### src/gpw_map.svh
/*
 * register offsets, reset values, masks and port indices of the gpio port block.
 * assumes inclusion by bare name from the design module and the bench.
 */
`ifndef GPW_MAP_SVH
`define GPW_MAP_SVH

// ****************************************************************
// register offsets (word index on the data memory port)
// ****************************************************************
`define GPW_PORT_STRIDE 5'h03
`define GPW_OFS_DATA    5'h00
`define GPW_OFS_DIR     5'h01
`define GPW_OFS_PULL    5'h02
`define GPW_OFS_WAKE    5'h12
`define GPW_OFS_LOW_VOLTAGE_PULLUP_SELECT    5'h13
`define GPW_OFS_SRC0    5'h14
`define GPW_OFS_SRC1    5'h15
`define GPW_OFS_SRC2    5'h16

// ****************************************************************
// reset values and masks
// ****************************************************************
`define GPW_RST_DATA    8'hFF
`define GPW_RST_DIR     8'hFF
`define GPW_RST_ZERO    8'h00
`define GPW_MASK_FULL   8'hFF
`define GPW_MASK_PD     8'h03
`define GPW_MASK_LOW_VOLTAGE_PULLUP_SELECT   8'h01
`define GPW_MASK_SRC1   8'h3F

// ****************************************************************
// port indices
// ****************************************************************
`define GPW_PA 0
`define GPW_PB 1
`define GPW_PC 2
`define GPW_PD 3
`define GPW_PE 4
`define GPW_PF 5

`endif

### src/gpw_pkg.sv
/*
 * types shared by the gpio port block.
 * assumes gpw_map.svh is on the include path.
 */
package gpw_pkg;

  // ****************************************************************
  // types
  // ****************************************************************
  typedef struct packed {
    logic       wr;
    logic [4:0] addr;
    logic [7:0] wdata;
  } gpw_bus_req_t;

  typedef enum logic [1:0] {
    GPW_LVL0 = 2'b00,
    GPW_LVL1 = 2'b01,
    GPW_LVL2 = 2'b10,
    GPW_LVL3 = 2'b11
  } gpw_level_t;

endpackage

### src/gpw_port.sv
/*
 * gpio port logic: direction, output latches, pull-high, port a wake-up
 * and source drive level selection for six ports (pd has two pins).
 * assumes a core that writes and reads registers on a data memory port in
 * the i_clk domain, and pad cells that resolve the pin from out and enable.
 */
`timescale 1ns/1ps
`include "gpw_map.svh"

module gpw_port
  import gpw_pkg::*;
#(
  parameter int NPORT = 6
) (
  // clock and reset
  input  wire logic                         i_clk,
  input  wire logic                         i_rst_b,
  // register port
  input  wire gpw_bus_req_t                 i_bus,
  output logic [7:0]                        o_rdata,
  // mode and pin mux
  input  wire logic                         i_low_power,
  input  wire logic [NPORT-1:0][7:0]        i_open_drain,
  // pins
  input  wire logic [NPORT-1:0][7:0]        i_pin,
  output logic [NPORT-1:0][7:0]             o_pin,
  output logic [NPORT-1:0][7:0]             o_pin_oe,
  // pad controls and wake-up request
  output logic [NPORT-1:0][7:0]             o_pullup_en,
  output logic [NPORT-1:0][7:0]             o_pullup_strong,
  output gpw_level_t [NPORT-1:0][7:0]       o_src_level,
  output logic                              o_wake_req
);

  // ****************************************************************
  // reset release
  // ****************************************************************
  logic rst_ff1_reg;
  logic rst_b;

  always_ff @(posedge i_clk or negedge i_rst_b) begin
    if (!i_rst_b) begin
      rst_ff1_reg <= 1'b0;
      rst_b       <= 1'b0;
    end else begin
      rst_ff1_reg <= 1'b1;
      rst_b       <= rst_ff1_reg;
    end
  end

  // ****************************************************************
  // pin synchronisers
  // ****************************************************************
  logic [NPORT-1:0][7:0] pin_ff1_reg;
  logic [NPORT-1:0][7:0] pin_sync_reg;
  logic [7:0]            pa_prev_reg;

  always_ff @(posedge i_clk or negedge rst_b) begin
    if (!rst_b) begin
      pin_ff1_reg  <= '0;
      pin_sync_reg <= '0;
      pa_prev_reg  <= '0;
    end else begin
      pin_ff1_reg  <= i_pin;
      pin_sync_reg <= pin_ff1_reg;
      pa_prev_reg  <= pin_sync_reg[`GPW_PA];
    end
  end

  // ****************************************************************
  // register file
  // ****************************************************************
  logic [NPORT-1:0][7:0] data_reg;
  logic [NPORT-1:0][7:0] dir_reg;
  logic [NPORT-1:0][7:0] pu_reg;
  logic [7:0]            wake_en_reg;
  logic                  low_voltage_pullup_select_reg;
  logic [7:0]            src0_reg;
  logic [7:0]            src1_reg;
  logic [7:0]            src2_reg;
  logic [NPORT-1:0][7:0] port_mask;

  always_comb begin
    for (int p = 0; p < NPORT; p++) begin
      port_mask[p] = (p == `GPW_PD) ? `GPW_MASK_PD : `GPW_MASK_FULL;
    end
  end

  function automatic logic [4:0] port_ofs(input int p, input logic [4:0] f);
    port_ofs = 5'(p * `GPW_PORT_STRIDE) + f;
  endfunction

  always_ff @(posedge i_clk or negedge rst_b) begin
    if (!rst_b) begin
      for (int p = 0; p < NPORT; p++) begin
        data_reg[p] <= `GPW_RST_DATA;
        dir_reg[p]  <= `GPW_RST_DIR;
        pu_reg[p]   <= `GPW_RST_ZERO;
      end
    end else if (i_bus.wr) begin
      for (int p = 0; p < NPORT; p++) begin
        if (i_bus.addr == port_ofs(p, `GPW_OFS_DATA)) begin
          data_reg[p] <= i_bus.wdata;
        end
        if (i_bus.addr == port_ofs(p, `GPW_OFS_DIR)) begin
          dir_reg[p] <= i_bus.wdata | ~port_mask[p];
        end
        if (i_bus.addr == port_ofs(p, `GPW_OFS_PULL)) begin
          pu_reg[p] <= i_bus.wdata & port_mask[p];
        end
      end
    end
  end

  always_ff @(posedge i_clk or negedge rst_b) begin
    if (!rst_b) begin
      wake_en_reg <= `GPW_RST_ZERO;
      low_voltage_pullup_select_reg    <= 1'b0;
      src0_reg    <= `GPW_RST_ZERO;
      src1_reg    <= `GPW_RST_ZERO;
      src2_reg    <= `GPW_RST_ZERO;
    end else if (i_bus.wr) begin
      case (i_bus.addr)
        `GPW_OFS_WAKE: wake_en_reg <= i_bus.wdata;
        `GPW_OFS_LOW_VOLTAGE_PULLUP_SELECT: low_voltage_pullup_select_reg    <= i_bus.wdata[0];
        `GPW_OFS_SRC0: src0_reg    <= i_bus.wdata;
        `GPW_OFS_SRC1: src1_reg    <= i_bus.wdata & `GPW_MASK_SRC1;
        `GPW_OFS_SRC2: src2_reg    <= i_bus.wdata;
        default: ;
      endcase
    end
  end

  // ****************************************************************
  // read path
  // ****************************************************************
  logic [7:0] rdata_next;

  always_comb begin
    rdata_next = 8'h00;
    for (int p = 0; p < NPORT; p++) begin
      if (i_bus.addr == port_ofs(p, `GPW_OFS_DATA)) begin
        rdata_next = ((dir_reg[p] & pin_sync_reg[p])
                     | (~dir_reg[p] & data_reg[p])) & port_mask[p];
      end
      if (i_bus.addr == port_ofs(p, `GPW_OFS_DIR)) begin
        rdata_next = dir_reg[p] & port_mask[p];
      end
      if (i_bus.addr == port_ofs(p, `GPW_OFS_PULL)) begin
        rdata_next = pu_reg[p];
      end
    end
    case (i_bus.addr)
      `GPW_OFS_WAKE: rdata_next = wake_en_reg;
      `GPW_OFS_LOW_VOLTAGE_PULLUP_SELECT: rdata_next = {7'h00, low_voltage_pullup_select_reg};
      `GPW_OFS_SRC0: rdata_next = src0_reg;
      `GPW_OFS_SRC1: rdata_next = src1_reg;
      `GPW_OFS_SRC2: rdata_next = src2_reg;
      default: ;
    endcase
  end

  // read data trails the address by one edge; unmapped reads give zero
  always_ff @(posedge i_clk or negedge rst_b) begin
    if (!rst_b) begin
      o_rdata <= 8'h00;
    end else begin
      o_rdata <= rdata_next;
    end
  end

  // ****************************************************************
  // source level field per pin group
  // ****************************************************************
  logic [NPORT-1:0][1:0] src_lo;
  logic [NPORT-1:0][1:0] src_hi;

  always_comb begin
    src_lo = '0;
    src_hi = '0;
    src_lo[`GPW_PA] = src0_reg[1:0];
    src_hi[`GPW_PA] = src0_reg[3:2];
    src_lo[`GPW_PB] = src0_reg[5:4];
    src_hi[`GPW_PB] = src0_reg[7:6];
    src_lo[`GPW_PC] = src1_reg[1:0];
    src_hi[`GPW_PC] = src1_reg[3:2];
    src_lo[`GPW_PD] = src1_reg[5:4];
    src_hi[`GPW_PD] = src1_reg[5:4];
    src_lo[`GPW_PE] = src2_reg[1:0];
    src_hi[`GPW_PE] = src2_reg[3:2];
    src_lo[`GPW_PF] = src2_reg[5:4];
    src_hi[`GPW_PF] = src2_reg[7:6];
  end

  // ****************************************************************
  // pad controls
  // ****************************************************************
  always_ff @(posedge i_clk or negedge rst_b) begin
    if (!rst_b) begin
      o_pin           <= '0;
      o_pin_oe        <= '0;
      o_pullup_en     <= '0;
      o_pullup_strong <= '0;
      o_src_level     <= '{default: GPW_LVL0};
    end else begin
      for (int p = 0; p < NPORT; p++) begin
        for (int b = 0; b < 8; b++) begin
          // inputs never driven
          // open drain only pulls low, so the pull-high can lift it
          o_pin[p][b]    <= data_reg[p][b] & ~i_open_drain[p][b];
          o_pin_oe[p][b] <= ~dir_reg[p][b] & port_mask[p][b]
                            & ~(i_open_drain[p][b] & data_reg[p][b]);
          o_pullup_en[p][b] <= pu_reg[p][b]
                               & (dir_reg[p][b] | i_open_drain[p][b]);
          o_pullup_strong[p][b] <= low_voltage_pullup_select_reg & pu_reg[p][b]
                                   & (dir_reg[p][b] | i_open_drain[p][b]);
          if (!dir_reg[p][b] && !i_open_drain[p][b] && port_mask[p][b]) begin
            o_src_level[p][b] <= gpw_level_t'(b < 4 ? src_lo[p] : src_hi[p]);
          end else begin
            o_src_level[p][b] <= GPW_LVL0;
          end
        end
      end
    end
  end

  // ****************************************************************
  // port a wake-up
  // ****************************************************************
  logic [7:0] pa_fall;

  assign pa_fall = pa_prev_reg & ~pin_sync_reg[`GPW_PA]
                   & dir_reg[`GPW_PA] & ~i_open_drain[`GPW_PA];

  always_ff @(posedge i_clk or negedge rst_b) begin
    if (!rst_b) begin
      o_wake_req <= 1'b0;
    end else begin
      o_wake_req <= i_low_power & |(pa_fall & wake_en_reg);
    end
  end

  // ****************************************************************
  // checks
  // ****************************************************************
  property p_pull_gate;
    @(posedge i_clk) disable iff (!rst_b)
      1'b1 |=> (o_pullup_en & ~($past(pu_reg)
               & ($past(dir_reg) | $past(i_open_drain)))) == '0;
  endproperty
  a_pull_gate: assert property (p_pull_gate)
    else $error("pull-high on a pin that is a push-pull output");

  property p_dir_reset;
    @(posedge i_clk) $rose(rst_b) |-> dir_reg == '1 && pu_reg == '0;
  endproperty
  a_dir_reset: assert property (p_dir_reset)
    else $error("direction or pull-high not at reset value");

  property p_low_voltage_pullup_select_read;
    @(posedge i_clk) disable iff (!rst_b)
      i_bus.addr == `GPW_OFS_LOW_VOLTAGE_PULLUP_SELECT |=> o_rdata[7:1] == 7'h00
                                     && o_rdata[0] == $past(low_voltage_pullup_select_reg);
  endproperty
  a_low_voltage_pullup_select_read: assert property (p_low_voltage_pullup_select_read)
    else $error("low-voltage pull-high register read wrong");

  property p_strong_gate;
    @(posedge i_clk) disable iff (!rst_b)
      1'b1 |=> o_pullup_strong
               == (o_pullup_en & {(NPORT*8){$past(low_voltage_pullup_select_reg)}});
  endproperty
  a_strong_gate: assert property (p_strong_gate)
    else $error("strong pull-high does not follow select and pull-high");

  property p_wake_fire;
    @(posedge i_clk) disable iff (!rst_b)
      i_low_power && |(pa_fall & wake_en_reg) |=> o_wake_req;
  endproperty
  a_wake_fire: assert property (p_wake_fire)
    else $error("enabled falling edge gave no wake-up");

  property p_wake_quiet;
    @(posedge i_clk) disable iff (!rst_b)
      !i_low_power || (pa_fall & wake_en_reg) == 8'h00 |=> !o_wake_req;
  endproperty
  a_wake_quiet: assert property (p_wake_quiet)
    else $error("wake-up without enabled edge in low power");

  property p_latch_read;
    @(posedge i_clk) disable iff (!rst_b)
      i_bus.addr == port_ofs(`GPW_PA, `GPW_OFS_DATA) && !dir_reg[`GPW_PA][0]
      |=> o_rdata[0] == $past(data_reg[`GPW_PA][0]);
  endproperty
  a_latch_read: assert property (p_latch_read)
    else $error("output pin read did not return latch");

  property p_src_input;
    @(posedge i_clk) disable iff (!rst_b)
      dir_reg[`GPW_PA][0] |=> o_src_level[`GPW_PA][0] == GPW_LVL0;
  endproperty
  a_src_input: assert property (p_src_input)
    else $error("source level applied to an input pin");

  property p_latch_hold;
    @(posedge i_clk) disable iff (!rst_b)
      !(i_bus.wr && i_bus.addr == port_ofs(`GPW_PB, `GPW_OFS_DATA))
      |=> $stable(data_reg[`GPW_PB]);
  endproperty
  a_latch_hold: assert property (p_latch_hold)
    else $error("output latch changed without a write");

  property p_input_undriven;
    @(posedge i_clk) disable iff (!rst_b)
      1'b1 |=> (o_pin_oe & $past(dir_reg)) == '0;
  endproperty
  a_input_undriven: assert property (p_input_undriven)
    else $error("input pin driven");

endmodule

### config.mk
export PLATFORM = sky130hd
export DESIGN_NAME = gpw_port
export DESIGN_NICKNAME = d
export VERILOG_FILES = /design/src/gpw_pkg.sv /design/src/gpw_port.sv
export VERILOG_INCLUDE_DIRS = /design/src /design/src/src
export SDC_FILE = /design/constraint.sdc
export NUM_CORES = 1
export LEC_CHECK = 0
export BUFFER_PORTS_ARGS = -buffer_cell sky130_fd_sc_hd__buf_2
export CORE_UTILIZATION = 25
export CTS_BUF_LIST = sky130_fd_sc_hd__clkbuf_8
export DETAILED_ROUTE_END_ITERATION = 8
export HOLD_SLACK_MARGIN = 0.05
export PLACE_DENSITY_LB_ADDON = 0.15
export RECOVER_POWER = 25
export SYNTH_ARGS = -nofsm -noshare
export SYNTH_HDL_FRONTEND = slang
export SYNTH_SLANG_ARGS = --single-unit
export TNS_END_PERCENT = 5
### constraint.sdc
create_clock -name i_clk -period 18 [get_ports i_clk]
set_input_delay 0.9 -clock i_clk [delete_from_list [all_inputs] [get_ports i_clk]]
set_output_delay 0.9 -clock i_clk [all_outputs]
set_load 0.01 [all_outputs]
======== Word-level counts from Yosys, hierarchy flattened ========
Cells that the tools add are included.
storage, ports and cells
  flip-flop bits (word level) ............. 524
  latch bits .............................. 0
  memory bits (writable) .................. 0
  bits in read-only memories .............. 0
  bits of input ports ..................... 113
  output and inout port bits .............. 297
  word-level logic and storage cells ...... 803
  memories kept ........................... 0
cells by class
  add/subtract/negate cells ............... 0
  multipliers ............................. 0
  divide/modulo/power cells ............... 0
  order comparisons ....................... 0
  equal/unequal tests ..................... 22
  shift-type cells ........................ 0
  mux-type cells .......................... 61
  bitwise operators ....................... 463
  reduce and logical (&&, ||, !) cells .... 151
operator list
  operator            number
  $and 1x1->1         259
  $mux 8              18
  $not 1->1           132
  $and 8x8->8         14
  $logic_not 1->1     84
  $mux 2              42
  $not 8->8           7
  $reduce_and 2->1    23
  $logic_and 1x1->1   42
  $or 1x1->1          42
  $eq 5x4->1 const B  8
  $or 8x8->8          5
  $pmux 8 s5          1
  $eq 5x5->1 const B  7
  $eq 5x3->1 const B  4
  $eq 5x2->1 const B  2
  $reduce_or 8->1     1
  $eq 5x1->1 const B  1
  $logic_not 5->1     1
  $and 2x2->2         2
  $not 2->2           1
  $or 2x2->2          1

======== Logic depth before layout (Yosys ltp) ========
Gate-level depths: netlist (run 1).
  depth after elaboration ................. 22
  mapped depth ............................ 8
  mapped depth without buffers ............ 6

======== Least setup slack after synthesis (run 1) ========
No wires, ideal clock.
  path type ............................... input-to-reg
  start point ............................. in i_bus[11] in the netlist's numbering
  end point ............................... reg pu_reg[0] in the netlist's numbering
  setup time .............................. 0.125 ns
  data arrival time ....................... 2.233 ns
  required time ........................... 17.875 ns
  path slack .............................. 15.642 ns
  cell stages on the path ................. 7
  path buffers ............................ 3
  cells stage by stage .................... buf_2 > or2_2 > buf_6 > nor2_1 > and3_1 > buf_2 > mux2_2
on the way
  longest elaborated chain between the ends .. 2
ends and longest elaborated chain
  what                            line             RTL
  start: declaration              gpw_port.sv:19   input wire gpw_bus_req_t i_bus,
  $eq 5x2->1                      gpw_port.sv:108  if (i_bus.addr == port_ofs(p, `GPW_OFS_PULL)) begin
  $reduce_and 2->1 (no line)      --
  end signal: indexed assignment  gpw_port.sv:98   pu_reg[p] <= `GPW_RST_ZERO;
  end signal: indexed assignment  gpw_port.sv:109  pu_reg[p] <= i_bus.wdata & port_mask[p];
  end: declaration                gpw_port.sv:75   logic [NPORT-1:0][7:0] pu_reg;
Every way passes these cells.
A chain may end at the register's enable or synchronous reset.

==> summary.md, run 1 <==
| Metric | Value |
|---|---|
| Routed wire per std cell | `23.0 um` |
| Crit path time final | `4.73 ns` |
| Sink Count | `524` |
| Initial Util | `25.3%` |
| Drt via density | `4.37` |
| Die H | `282 um` |
| Final setup TNS | `0 ns` |
| Max clock buf depth | `3` |
| Final core occ | `31.8%` |
| Number of I/O port buffers | `373` |
| Final hold violation count | `0` |
| Area of the core | `0.0776 mm2` |
| Synth area leaders | `dfrtp_1 55%, dfstp_2 12%, mux2_2 9.3%, and2_1 4.1%, nor2b_1 3.1%` |
| Die X | `282 um` |
| HP Start | `i_pin[22]` |
| Rel. slew slack | `-48.8%` |
| Hold Slack | `0.306 ns` |
| Maxcap violations | `1` |
| Slew @ Worst Pin | `2.23 ns` |
| Yosys reg bits | `524` |
| CTS resizes | `0` |
| Most frequent cell after synthesis | `dfrtp_1` |
| Gr ovfl total | `0` |
| Post-route ant nets | `0` |
| Clock skew | `0.0384 ns` |
| Cell taking the most area after synthesis | `dfrtp_1` |
| GP Congestion | `0.802` |
| Gate Count Post-Synth | `1412` |
| Final Setup Violations | `0` |
| Cell count after placement | `2784` |
| Yosys cell types | `74` |
| Mean Syn Cell Area | `13.9 um2` |
| Ys Warns | `0` |
| Num CTS Buffers | `95` |
| Crit end category | `asynchronous set/reset pin` |
| Synth top cells by count | `434 x dfrtp_1, 162 x mux2_2, 129 x and2_1` |
| Post-synth top area share | `55.3%` |
| Most frequently used flop master after synthesis | `dfrtp_1` |
| CTS tree | `built` |
| Static Leak | `11.8 nW` |
| Iter 0 DRT Violations | `762` |
| CTS H-tree lvls | `3` |
| Remaining DRCs | `0` |
| Post-DP HPWL | `49500 um` |
| Worst hold path endpoint | `pin_ff1_reg[22]` |
| First-pass GRT wire length | `97600 um` |
| Worst hold path stage count | `1` |
| Mapped Area | `0.0196 mm2` |
| RSZ-0062 raised after global routing | `no` |
| Post-CTS setup buffers | `0` |
| Cell Rows | `102` |
| Setup CP Type | `reg2async` |
| Largest fanout on the critical path | `175` |
| Final period utilization | `26.3%` |
| Number of I/O pins | `410` |
| Req. time, crit path | `18.62 ns` |
| Number of synthesized flops with an enable pin | `0` |
| Via count | `13000` |
| Sequential-to-total area share from yosys stat | `67.4%` |
| CTS Hold Buffers Added | `1` |
| Vias in the first global route | `13700` |
| Violated checks | `max-capacitance violations, max-slew violations` |
| DRT Pass-1 Iters | `7` |
| Non-Filler Instances | `2974` |
| Worst reg2reg path startpoint | `rst_b` |
| Pwr dens | `128 mW/mm2` |
| Antenna violations before repair | `16` |
| Final non-filler cell area | `0.0247 mm2` |
| Slew Viols, Final | `56` |
| Total Wirelength | `68400 um` |
| Max reg flops | `84` |
| CP Launch Type | `register` |
| Outcome | `finished, violations left` |
| Total Routing Usage GR | `17.2%` |
| Reg clk slew, reported paths | `0.06 ns` |
| Peak VDD IR | `0.0499 mV` |
| Die Area | `0.0796 mm2` |
| Setup slack, reg-to-reg | `13.27 ns` |
| Largest net degree at the start of global routing | `176` |
| Fmax | `211 MHz` |
| HP Class | `in2reg` |
| Clk root buf | `clkbuf_8` |
| NumNets Final | `1955` |
| R2R cell count | `3` |
| Post-DP Area | `0.0225 mm2` |
| Critical Path AT | `5.34 ns` |
| Worst r2r dst | `pin_sync_reg[9]` |
| Clock latency on the worst-skew pair | `0.70 ns` |
| Async S/R FF share, synth | `100%` |
| P&R area growth vs syn | `25.6%` |
| Layout cells sized above 1 | `37.8%` |
[metrics by stage]
step,setup WS [ns],total power [mW]
2_1_floorplan,2.47,1.71
3_3_place_gp,14.18,1.96
3_5_place_dp,14.14,1.96
4_1_cts,14.13,3.24
5_1_grt,12.35,3.32
6_report,13.27,3.16
[worst max-delay path by stage]
| stage | from | to | slack (ns) |
|---|---|---|---|
| 2_1_floorplan | rst_b | low_voltage_pullup_select_reg | 2.47 |
| 3_3_place_gp | i_bus[8] | o_rdata[2] | 14.18 |
| 3_5_place_dp | rst_b | o_pin[21] | 14.14 |
| 4_1_cts | rst_b | o_pullup_en[32] | 14.13 |
| 5_1_grt | rst_b | o_pullup_en[32] | 12.35 |
| 6_report | rst_b | pin_sync_reg[9] | 13.27 |
[cell families (layout without fill, tap and decap cells)]
logic type | after synthesis | after routing | share of synthesized area, %
other cells | 2 | 40 | 0.0383
mux | 182 | 182 | 10.3
flops | 524 | 524 | 67.4
simple gates | 424 | 424 | 13.3
buf+inv | 90 | 574 | 2.74
compound gates | 190 | 190 | 6.14
[layer usage]
metal | wire length [um] | global-route usage (%) | vias to the layer above
li1 | - | - | 5701
met1 | 30200 | 23.0 | 6751
met2 | 32600 | 27.5 | 425
met3 | 4260 | 4.33 | 107
met4 | 1230 | 4.60 | 18
met5 | 108 | 0 | -
[layout by cell type (no fill, tap or decap), types with 48 or more instances in the layout]
cell,count
clkbuf_8,124
dfrtp_1,434
buf_2,367
nor2_1,68
nor2b_1,97
and2_1,81
a21oi_1,76
mux2_2,162
and2_0,48
dfstp_1,88
[worst max-delay path, stage by stage (launching register included)]
cell and delay, ns:
dfrtp_1 1.85, buf_4 0.94, buf_4 0.82, buf_12 0.59
[area by class of cell]
cell class / count / area [um2]
clock buffers: 124 / 1710
repair buffers: 381 / 1930
clock inverters: 56 / 447
multi-input cells: 827 / 5970
diodes: 9 / 22.5
inverters: 13 / 48.8
fillers: 7950 / 52900
well taps: 1040 / 1300
flip-flops and latches: 524 / 13200
[report_power, final]
| group | internal [mW] | leakage (nW) | total (mW) | switching [mW] |
|---|---|---|---|---|
| clock | 0.722 | 1.22 | 1.24 | 0.521 |
| sequential | 1.36 | 6.45 | 1.51 | 0.156 |
| combinational | 0.175 | 4.11 | 0.403 | 0.228 |
(Power assumes the default switching activity.)
==> run 2: changes to the inputs <==
--- a/config.mk
+++ b/config.mk
@@ -6,6 +6,7 @@
 export SDC_FILE = /design/constraint.sdc
 export NUM_CORES = 1
 export LEC_CHECK = 0
+export ABC_AREA = 1
 export BUFFER_PORTS_ARGS = -buffer_cell sky130_fd_sc_hd__buf_2
 export CORE_UTILIZATION = 25
 export CTS_BUF_LIST = sky130_fd_sc_hd__clkbuf_8
==> constraint.sdc (replaced) <==
create_clock -name i_clk -period 4 [get_ports i_clk]
set_input_delay 0.2 -clock i_clk [delete_from_list [all_inputs] [get_ports i_clk]]
set_output_delay 0.2 -clock i_clk [all_outputs]
set_load 0.01 [all_outputs]
==> run 2 against run 1 <==
Net effect: power grew to 4.4 times the previous value; global-route usage shrank 0.13 points; cell count rose by 14%; critical endpoint is now data_reg[2]; cell area increased by 0.96%; sequential power rose to 4.3 times the previous value; via count grew 9.7%; the run still ends with max-capacitance violations, max-slew violations left.
==> summary.md, run 2 <==
| Metric | Value |
|---|---|
| Total chip power | `14.0 mW (+340%)` |
| Crit path time final | `2.80 ns (-1.93 ns)` |
| Num CTS Buffers | `95 (unchanged)` |
| Cell taking the most area after synthesis | `dfrtp_1` |
| Number of I/O pins | `410 (unchanged)` |
| Setup ws final | `1.20 ns (-12.07 ns)` |
| Largest fanout on the critical path | `53 (-70%)` |
| Commonest non-fill, non-tap cell in the layout | `dfrtp_1` |
| GP Congestion | `0.799 (-0.32%)` |
| Number of I/O port buffers | `373 (unchanged)` |
| Worst Setup Slack post-DPL | `1.12 ns (-13.01 ns)` |
| Routed wire per std cell | `19.0 um (-17%)` |
| Worst r2r dst | `data_reg[2]` |
| Sink Count | `524 (unchanged)` |
| CTS tree | `built` |
| Total Routing Usage GR | `17.1% (-0.13 points)` |
| Final period utilization | `70.0% (+44 points)` |
| Worst hold path endpoint | `src1_reg[4]` |
| Clock skew | `0.0246 ns (-0.0138 ns)` |
| Most frequently used flop master after synthesis | `dfrtp_1` |
| R2R cell count | `1 (-2)` |
| CP Launch Type | `register` |
| Layout cells sized above 1 | `24.0% (-14 points)` |
| Mean Syn Cell Area | `10.5 um2 (-24%)` |
| Slew Viols, Final | `50 (-11%)` |
| Area of the core | `0.0744 mm2 (-4.1%)` |
| Max clock buf depth | `3 (unchanged)` |
| Hold Slack | `0.119 ns (-0.188 ns)` |
| Mapped Area | `0.0188 mm2 (-4.1%)` |
| P&R area growth vs syn | `32.3%` |
| Critical Path AT | `3.57 ns (-1.77 ns)` |
| HP Class | `in2reg` |
| Final hold violation count | `0 (unchanged)` |
| Crit-path leading delay family | `flip-flops` |
| Post-DP HPWL | `46400 um (-6.2%)` |
| Setup slack, reg-to-reg | `1.20 ns (-12.07 ns)` |
| Largest net degree at the start of global routing | `120 (-32%)` |
| Final setup TNS | `0 ns (unchanged)` |
| Req. time, crit path | `4.77 ns (-13.85 ns)` |
| Gr ovfl total | `0 (unchanged)` |
| Post-synth top area share | `57.7% (+2.4 points)` |
| Synth area leaders | `dfrtp_1 58%, dfstp_2 13%, nand2_1 6.3%, nor2_1 5.4%, o21ai_0 5.0%` |
| Worst hold path stage count | `4 (+3)` |
| Number of synthesized flops with an enable pin | `0 (unchanged)` |
| Drt via density | `4.20 (-3.8%)` |
| Peak VDD IR | `0.271 mV (+440%)` |
| CP max stage delay | `2.15 ns (+0.30 ns)` |
| Post-route ant nets | `0 (unchanged)` |
| CTS H-tree lvls | `3 (unchanged)` |
| Ys Warns | `0 (unchanged)` |
| Pwr dens | `562 mW/mm2 (+340%)` |
| Synth top cells by count | `434 x dfrtp_1, 315 x nand2_1, 272 x nor2_1` |
| Static Leak | `12.3 nW (+4.6%)` |
| Fmax | `357 MHz (+69%)` |
| Outcome | `finished, violations left` |
| Post-DP Area | `0.0218 mm2 (-3.0%)` |
| Iter 0 DRT Violations | `885 (+16%)` |
| Setup CP Type | `reg2async` |
| Non-Filler Instances | `3392 (+14%)` |
| Die X | `276 um (-2.1%)` |
| Antenna violations before repair | `10 (-6)` |
| Number of fill cells | `7742 (-2.6%)` |
| Die Area | `0.0764 mm2 (-4.1%)` |
| Initial Util | `25.3% (about the same)` |
| Yosys cell types | `32 (-57%)` |
| Clock latency on the worst-skew pair | `0.69 ns (about the same)` |
| Final Setup Violations | `0 (unchanged)` |
| Final non-filler cell area | `0.0249 mm2 (+0.96%)` |
| Reg clk slew, reported paths | `0.06 ns (about the same)` |
| Total Wirelength | `64400 um (-5.8%)` |
| RSZ-0062 raised after global routing | `no` |
| Commonest cells after routing, fill and taps aside | `434 x dfrtp_1, 366 x buf_2, 315 x nand2_1` |
| Max stage delay cell, worst path | `dfrtp_1` |
| Crit path cell chain | `buf_4` |
| Remaining DRCs | `0 (unchanged)` |
| Yosys reg bits | `524 (unchanged)` |
| Async S/R FF share, synth | `100% (unchanged)` |
| Gate Count Post-Synth | `1790 (+27%)` |
| Rel. slew slack | `-79.4% (-31 points)` |
| Final core occ | `33.4% (+1.7 points)` |
| Crit end category | `asynchronous set/reset pin` |
| Violated checks | `max-capacitance violations, max-slew violations` |
| Post-CTS setup buffers | `0 (unchanged)` |
| Vias in the first global route | `14800 (+8.6%)` |
| First-pass GRT wire length | `96300 um (-1.3%)` |
| HP Start | `i_bus[4]` |
| Cell count after placement | `3112 (+12%)` |
| Worst reg2reg path startpoint | `rst_b` |
| DRT Pass-1 Iters | `5 (-2)` |
| Die H | `276 um (-2.1%)` |
| CTS Hold Buffers Added | `100 (+99)` |
| Sequential-to-total area share from yosys stat | `70.3% (+2.9 points)` |
| Via count | `14300 (+9.7%)` |
| NumNets Final | `2453 (+25%)` |
| Slew @ Worst Pin | `2.69 ns (+0.459 ns)` |
| Max reg flops | `84 (unchanged)` |
| Cell Rows | `100 (-2.0%)` |
| Buf+Inv Stages, Crit Path | `1 (-2)` |
| Maxcap violations | `1 (unchanged)` |
| Most frequent cell after synthesis | `dfrtp_1` |
| CTS resizes | `0 (unchanged)` |
| Clk root buf | `clkbuf_8` |
==> run 2: routing by layer <==
| layer | routed length [um] | GRT usage, % | vias up |
|---|---|---|---|
| met4 | 1330 | 5.41 | 8 |
| met1 | 28300 | 22.4 | 7013 |
| li1 | - | - | 6708 |
| met5 | 48 | 0 | - |
| met2 | 30700 | 27.7 | 447 |
| met3 | 4010 | 4.12 | 86 |
==> run 2: cell type report <==
type	count	area (um2)	area share, %
antenna	3	7.51	0.0302
sequential	524	13200	53.1
clock buffer	121	1670	6.69
inverter	222	833	3.35
clock inverter	56	425	1.71
timing repair buffer	494	3070	12.3
multi-input combinational	1003	4450	17.9
tap	969	1210	4.87
==> run 2: worst max-delay path by stage <==
stage          slack [ns]                            end  cells after the start      start
3_3_place_gp         1.21                     o_rdata[5]                     13  i_bus[12]
4_1_cts              1.30                     o_rdata[5]                     14   i_bus[9]
5_1_grt              0.79                 o_src_level[0]                      1      rst_b
3_5_place_dp         1.12                     o_rdata[5]                     13  i_bus[12]
6_report             1.20                    data_reg[2]                      1      rst_b
2_1_floorplan       -1.05  low_voltage_pullup_select_reg                      0      rst_b
==> run 2: logic make-up (layout without fill, tap and decap cells) <==
| family | count (synthesis) | in the layout | synth area share, % |
|---|---|---|---|
| simple gates | 697 | 697 | 15.2 |
| flops | 524 | 524 | 70.3 |
| buf+inv | 292 | 893 | 6.60 |
| compound gates | 275 | 275 | 7.89 |
| other cells | 2 | 34 | 0.0399 |
==> run 2: power breakdown <==
| part | internal (mW) | switching (mW) |
|---|---|---|
| sequential | 6.08 | 0.426 |
| combinational | 0.677 | 1.35 |
| clock | 3.12 | 2.33 |
| total | 9.88 | 4.10 |
==> run 3: changes to the inputs <==
==> constraint.sdc (replaced) <==
create_clock -name i_clk -period 2.8 [get_ports i_clk]
set_input_delay 0.14 -clock i_clk [delete_from_list [all_inputs] [get_ports i_clk]]
set_output_delay 0.14 -clock i_clk [all_outputs]
set_load 0.01 [all_outputs]
==> run 3 against run 2 <==
Net effect: highest routed layer unchanged; largest cell class unchanged; the run still ends with max-capacitance violations, max-slew violations left; combinational power is 48% higher; power is 41% higher; cell area is 1.7% higher; register-to-register slack worse by 0.83 ns; critical path type is now in2reg; cell count is 1.4% higher; sequential power is 43% higher; via count is 1.0% higher.
==> summary.md, run 3 (synthesis gave the netlist of run 2 again) <==
| Metric | Value |
|---|---|
| First-pass GRT wire length | `96900 um (+0.55%)` |
| Vias in the first global route | `15000 (+0.79%)` |
| Max reg flops | `84 (unchanged)` |
| Slew @ Worst Pin | `1.64 ns (-1.05 ns)` |
| Critical Path AT | `3.14 ns (-0.43 ns)` |
| Commonest cells after routing, fill and taps aside | `434 x dfrtp_1, 368 x buf_2, 315 x nand2_1` |
| Layout cells sized above 1 | `23.8% (-0.29 points)` |
| CTS tree | `built` |
| Num CTS Buffers | `94 (-1.1%)` |
| Cell Rows | `100 (unchanged)` |
| Die H | `276 um (unchanged)` |
| Routed wire per std cell | `18.9 um (-0.69%)` |
| Drt via density | `4.19 (-0.34%)` |
| Clock skew | `0.0449 ns (+0.0203 ns)` |
| Hold Slack | `0.118 ns (-0.000994 ns)` |
| Max stage delay cell, worst path | `dlygate4sd3_1` |
| Crit path time final | `2.51 ns` |
| Setup CP Type | `in2reg` |
| Die Area | `0.0764 mm2 (unchanged)` |
| Number of I/O port buffers | `373 (unchanged)` |
| Max clock buf depth | `3 (unchanged)` |
| Power Internal | `13.9 mW (+41%)` |
| Gr ovfl total | `0 (unchanged)` |
| Non-Filler Instances | `3439 (+1.4%)` |
| Final hold violation count | `0 (unchanged)` |
| CP Launch Type | `input pin` |
| Static Leak | `12.5 nW (+1.7%)` |
| Commonest non-fill, non-tap cell in the layout | `dfrtp_1` |
| Outcome | `finished, violations left` |
| Violated checks | `max-capacitance violations, max-slew violations` |
| Final non-filler cell area | `0.0253 mm2 (+1.7%)` |
| Fmax | `398 MHz` |
| Total Wirelength | `64800 um (+0.68%)` |
| GP Congestion | `0.790 (-1.1%)` |
| Req. time, crit path | `3.43 ns (-1.34 ns)` |
| NumNets Final | `2501 (+2.0%)` |
| CTS H-tree lvls | `3 (unchanged)` |
| Final core occ | `34.0% (+0.58 points)` |
| Post-DP HPWL | `47600 um (+2.6%)` |
| Post-DP Area | `0.0220 mm2 (+0.79%)` |
| CP max stage delay | `0.58 ns (-1.57 ns)` |
| Crit path cell chain | `dlygate4sd3_1 > buf_2 > nand2_1 > dlygate4sd3_1 > nor2_1 > a21oi_1 > dlygate4sd3_1 > a31oi_1 > dlygate4sd3_1` |
| Die X | `276 um (unchanged)` |
| Gate power share | `15.1% (+0.6 points)` |
| Sink Count | `524 (unchanged)` |
| Initial Util | `25.3% (unchanged)` |
| Remaining DRCs | `0 (unchanged)` |
| Total Routing Usage GR | `17.2% (+0.11 points)` |
| Sw Pwr | `5.84 mW (+42%)` |
| Reg clk slew, reported paths | `0.06 ns (about the same)` |
| Largest net degree at the start of global routing | `103 (-14%)` |
| P&R area growth vs syn | `34.6%` |
| Cell mode on critical path | `dlygate4sd3_1` |
| Crit-path leading delay family | `buffers and inverters` |
| Via count | `14400 (+1.0%)` |
| Final period utilization | `89.6%` |
| HP Class | `in2reg` |
| Crit end category | `register` |
| CTS resizes | `0 (unchanged)` |
| Rel. slew slack | `-9.51% (+70 points)` |
| Sw frac | `29.6% (+0.25 points)` |
| Final setup TNS | `0 ns (unchanged)` |
| CTS Hold Buffers Added | `136 (+36%)` |
| Post-CTS setup buffers | `0 (unchanged)` |
| Reg power frac | `47.1% (+0.6 points)` |
| Largest fanout on the critical path | `6 (-89%)` |
| Maxcap violations | `1 (unchanged)` |
| Post-route ant nets | `0 (unchanged)` |
| RSZ-0062 raised after global routing | `no` |
| Buf+Inv Stages, Crit Path | `5 (+4)` |
| Final Setup Violations | `0 (unchanged)` |
| Clock latency on the worst-skew pair | `0.71 ns (+0.02 ns)` |
| Pwr dens | `779 mW/mm2 (+39%)` |
| Antenna violations before repair | `9 (-1)` |
| Slew Viols, Final | `32 (-36%)` |
| Peak VDD IR | `0.323 mV (+19%)` |
| Clock Power Share | `37.7% (-1.3 points)` |
| Cell count after placement | `3125 (+0.42%)` |
| Iter 0 DRT Violations | `964 (+8.9%)` |
| Number of fill cells | `7701 (-0.53%)` |
| DRT Pass-1 Iters | `7 (+2)` |
| Number of I/O pins | `410 (unchanged)` |
| Area of the core | `0.0744 mm2 (unchanged)` |
| Clk root buf | `clkbuf_8` |
==> run 3: cell types whose count changed in the layout (fill, tap and decap cells not counted), moves of 3 or more <==
| cell | delta |
|---|---|
| clkbuf_8 | -3 |
| buf_12 | +6 |
| clkinv_2 | -3 |
| dlygate4sd3_1 | +36 |
| inv_1 | +6 |
| buf_4 | +4 |
==> run 3: worst paths after layout <==
kind | cells after the start | slack [ns] | to | start
max | 9 | 0.29 | low_voltage_pullup_select_reg | i_bus[8]
min | 2 | 0.12 | pin_ff1_reg[37] | i_pin[37]
max reg2reg | 9 | 0.37 | o_rdata[5] | dir_reg[13]
min reg2reg | 0 | 0.33 | pin_sync_reg[44] | pin_ff1_reg[44]
max in group asynchronous | 1 | 0.75 | o_src_level[7] | rst_b
min in group asynchronous | 3 | 0.30 | rst_ff1_reg | i_rst_b
==> run 3: layout make-up <==
cell class | count | area [um2] | area share [%]
Inverter | 222 | 833 | 3.29
Sequential cell | 524 | 13200 | 52.2
Clock buffer | 118 | 1620 | 6.41
Clock inverter | 56 | 369 | 1.46
Timing Repair Buffer | 543 | 3590 | 14.2
Tap cell | 969 | 1210 | 4.79
Antenna cell | 4 | 10.0 | 0.0395
Multi-Input combinational cell | 1003 | 4450 | 17.6
==> run 3: through the flow <==
step                      total power [mW]  worst slack, ns
after detailed placement              12.4            0.299
final                                 19.7            0.290
after global routing                  20.9            0.220
after CTS                             20.2            0.350
after floorplan                       10.8            -2.25
after global placement                12.4            0.352
==> run 3: power by group through the flow <==
stage,registers (mW),logic [mW],clock network (mW)
6_report,9.31,2.98,7.45
5_1_grt,9.44,3.35,8.07
2_1_floorplan,9.65,1.17,0
3_3_place_gp,9.49,2.86,0
3_5_place_dp,9.50,2.90,0
4_1_cts,9.38,3.07,7.72
==> run 3: layer usage <==
layer / GRT usage, % / routed length (um) / up-vias / share of wire, %
met4: 5.16 / 1380 / 6 / 2.1
li1: - / - / 6803 / -
met3: 3.84 / 3430 / 104 / 5.3
met2: 28.1 / 31100 / 429 / 48
met5: 0 / 38 / - / 0.059
met1: 22.6 / 28900 / 7068 / 45
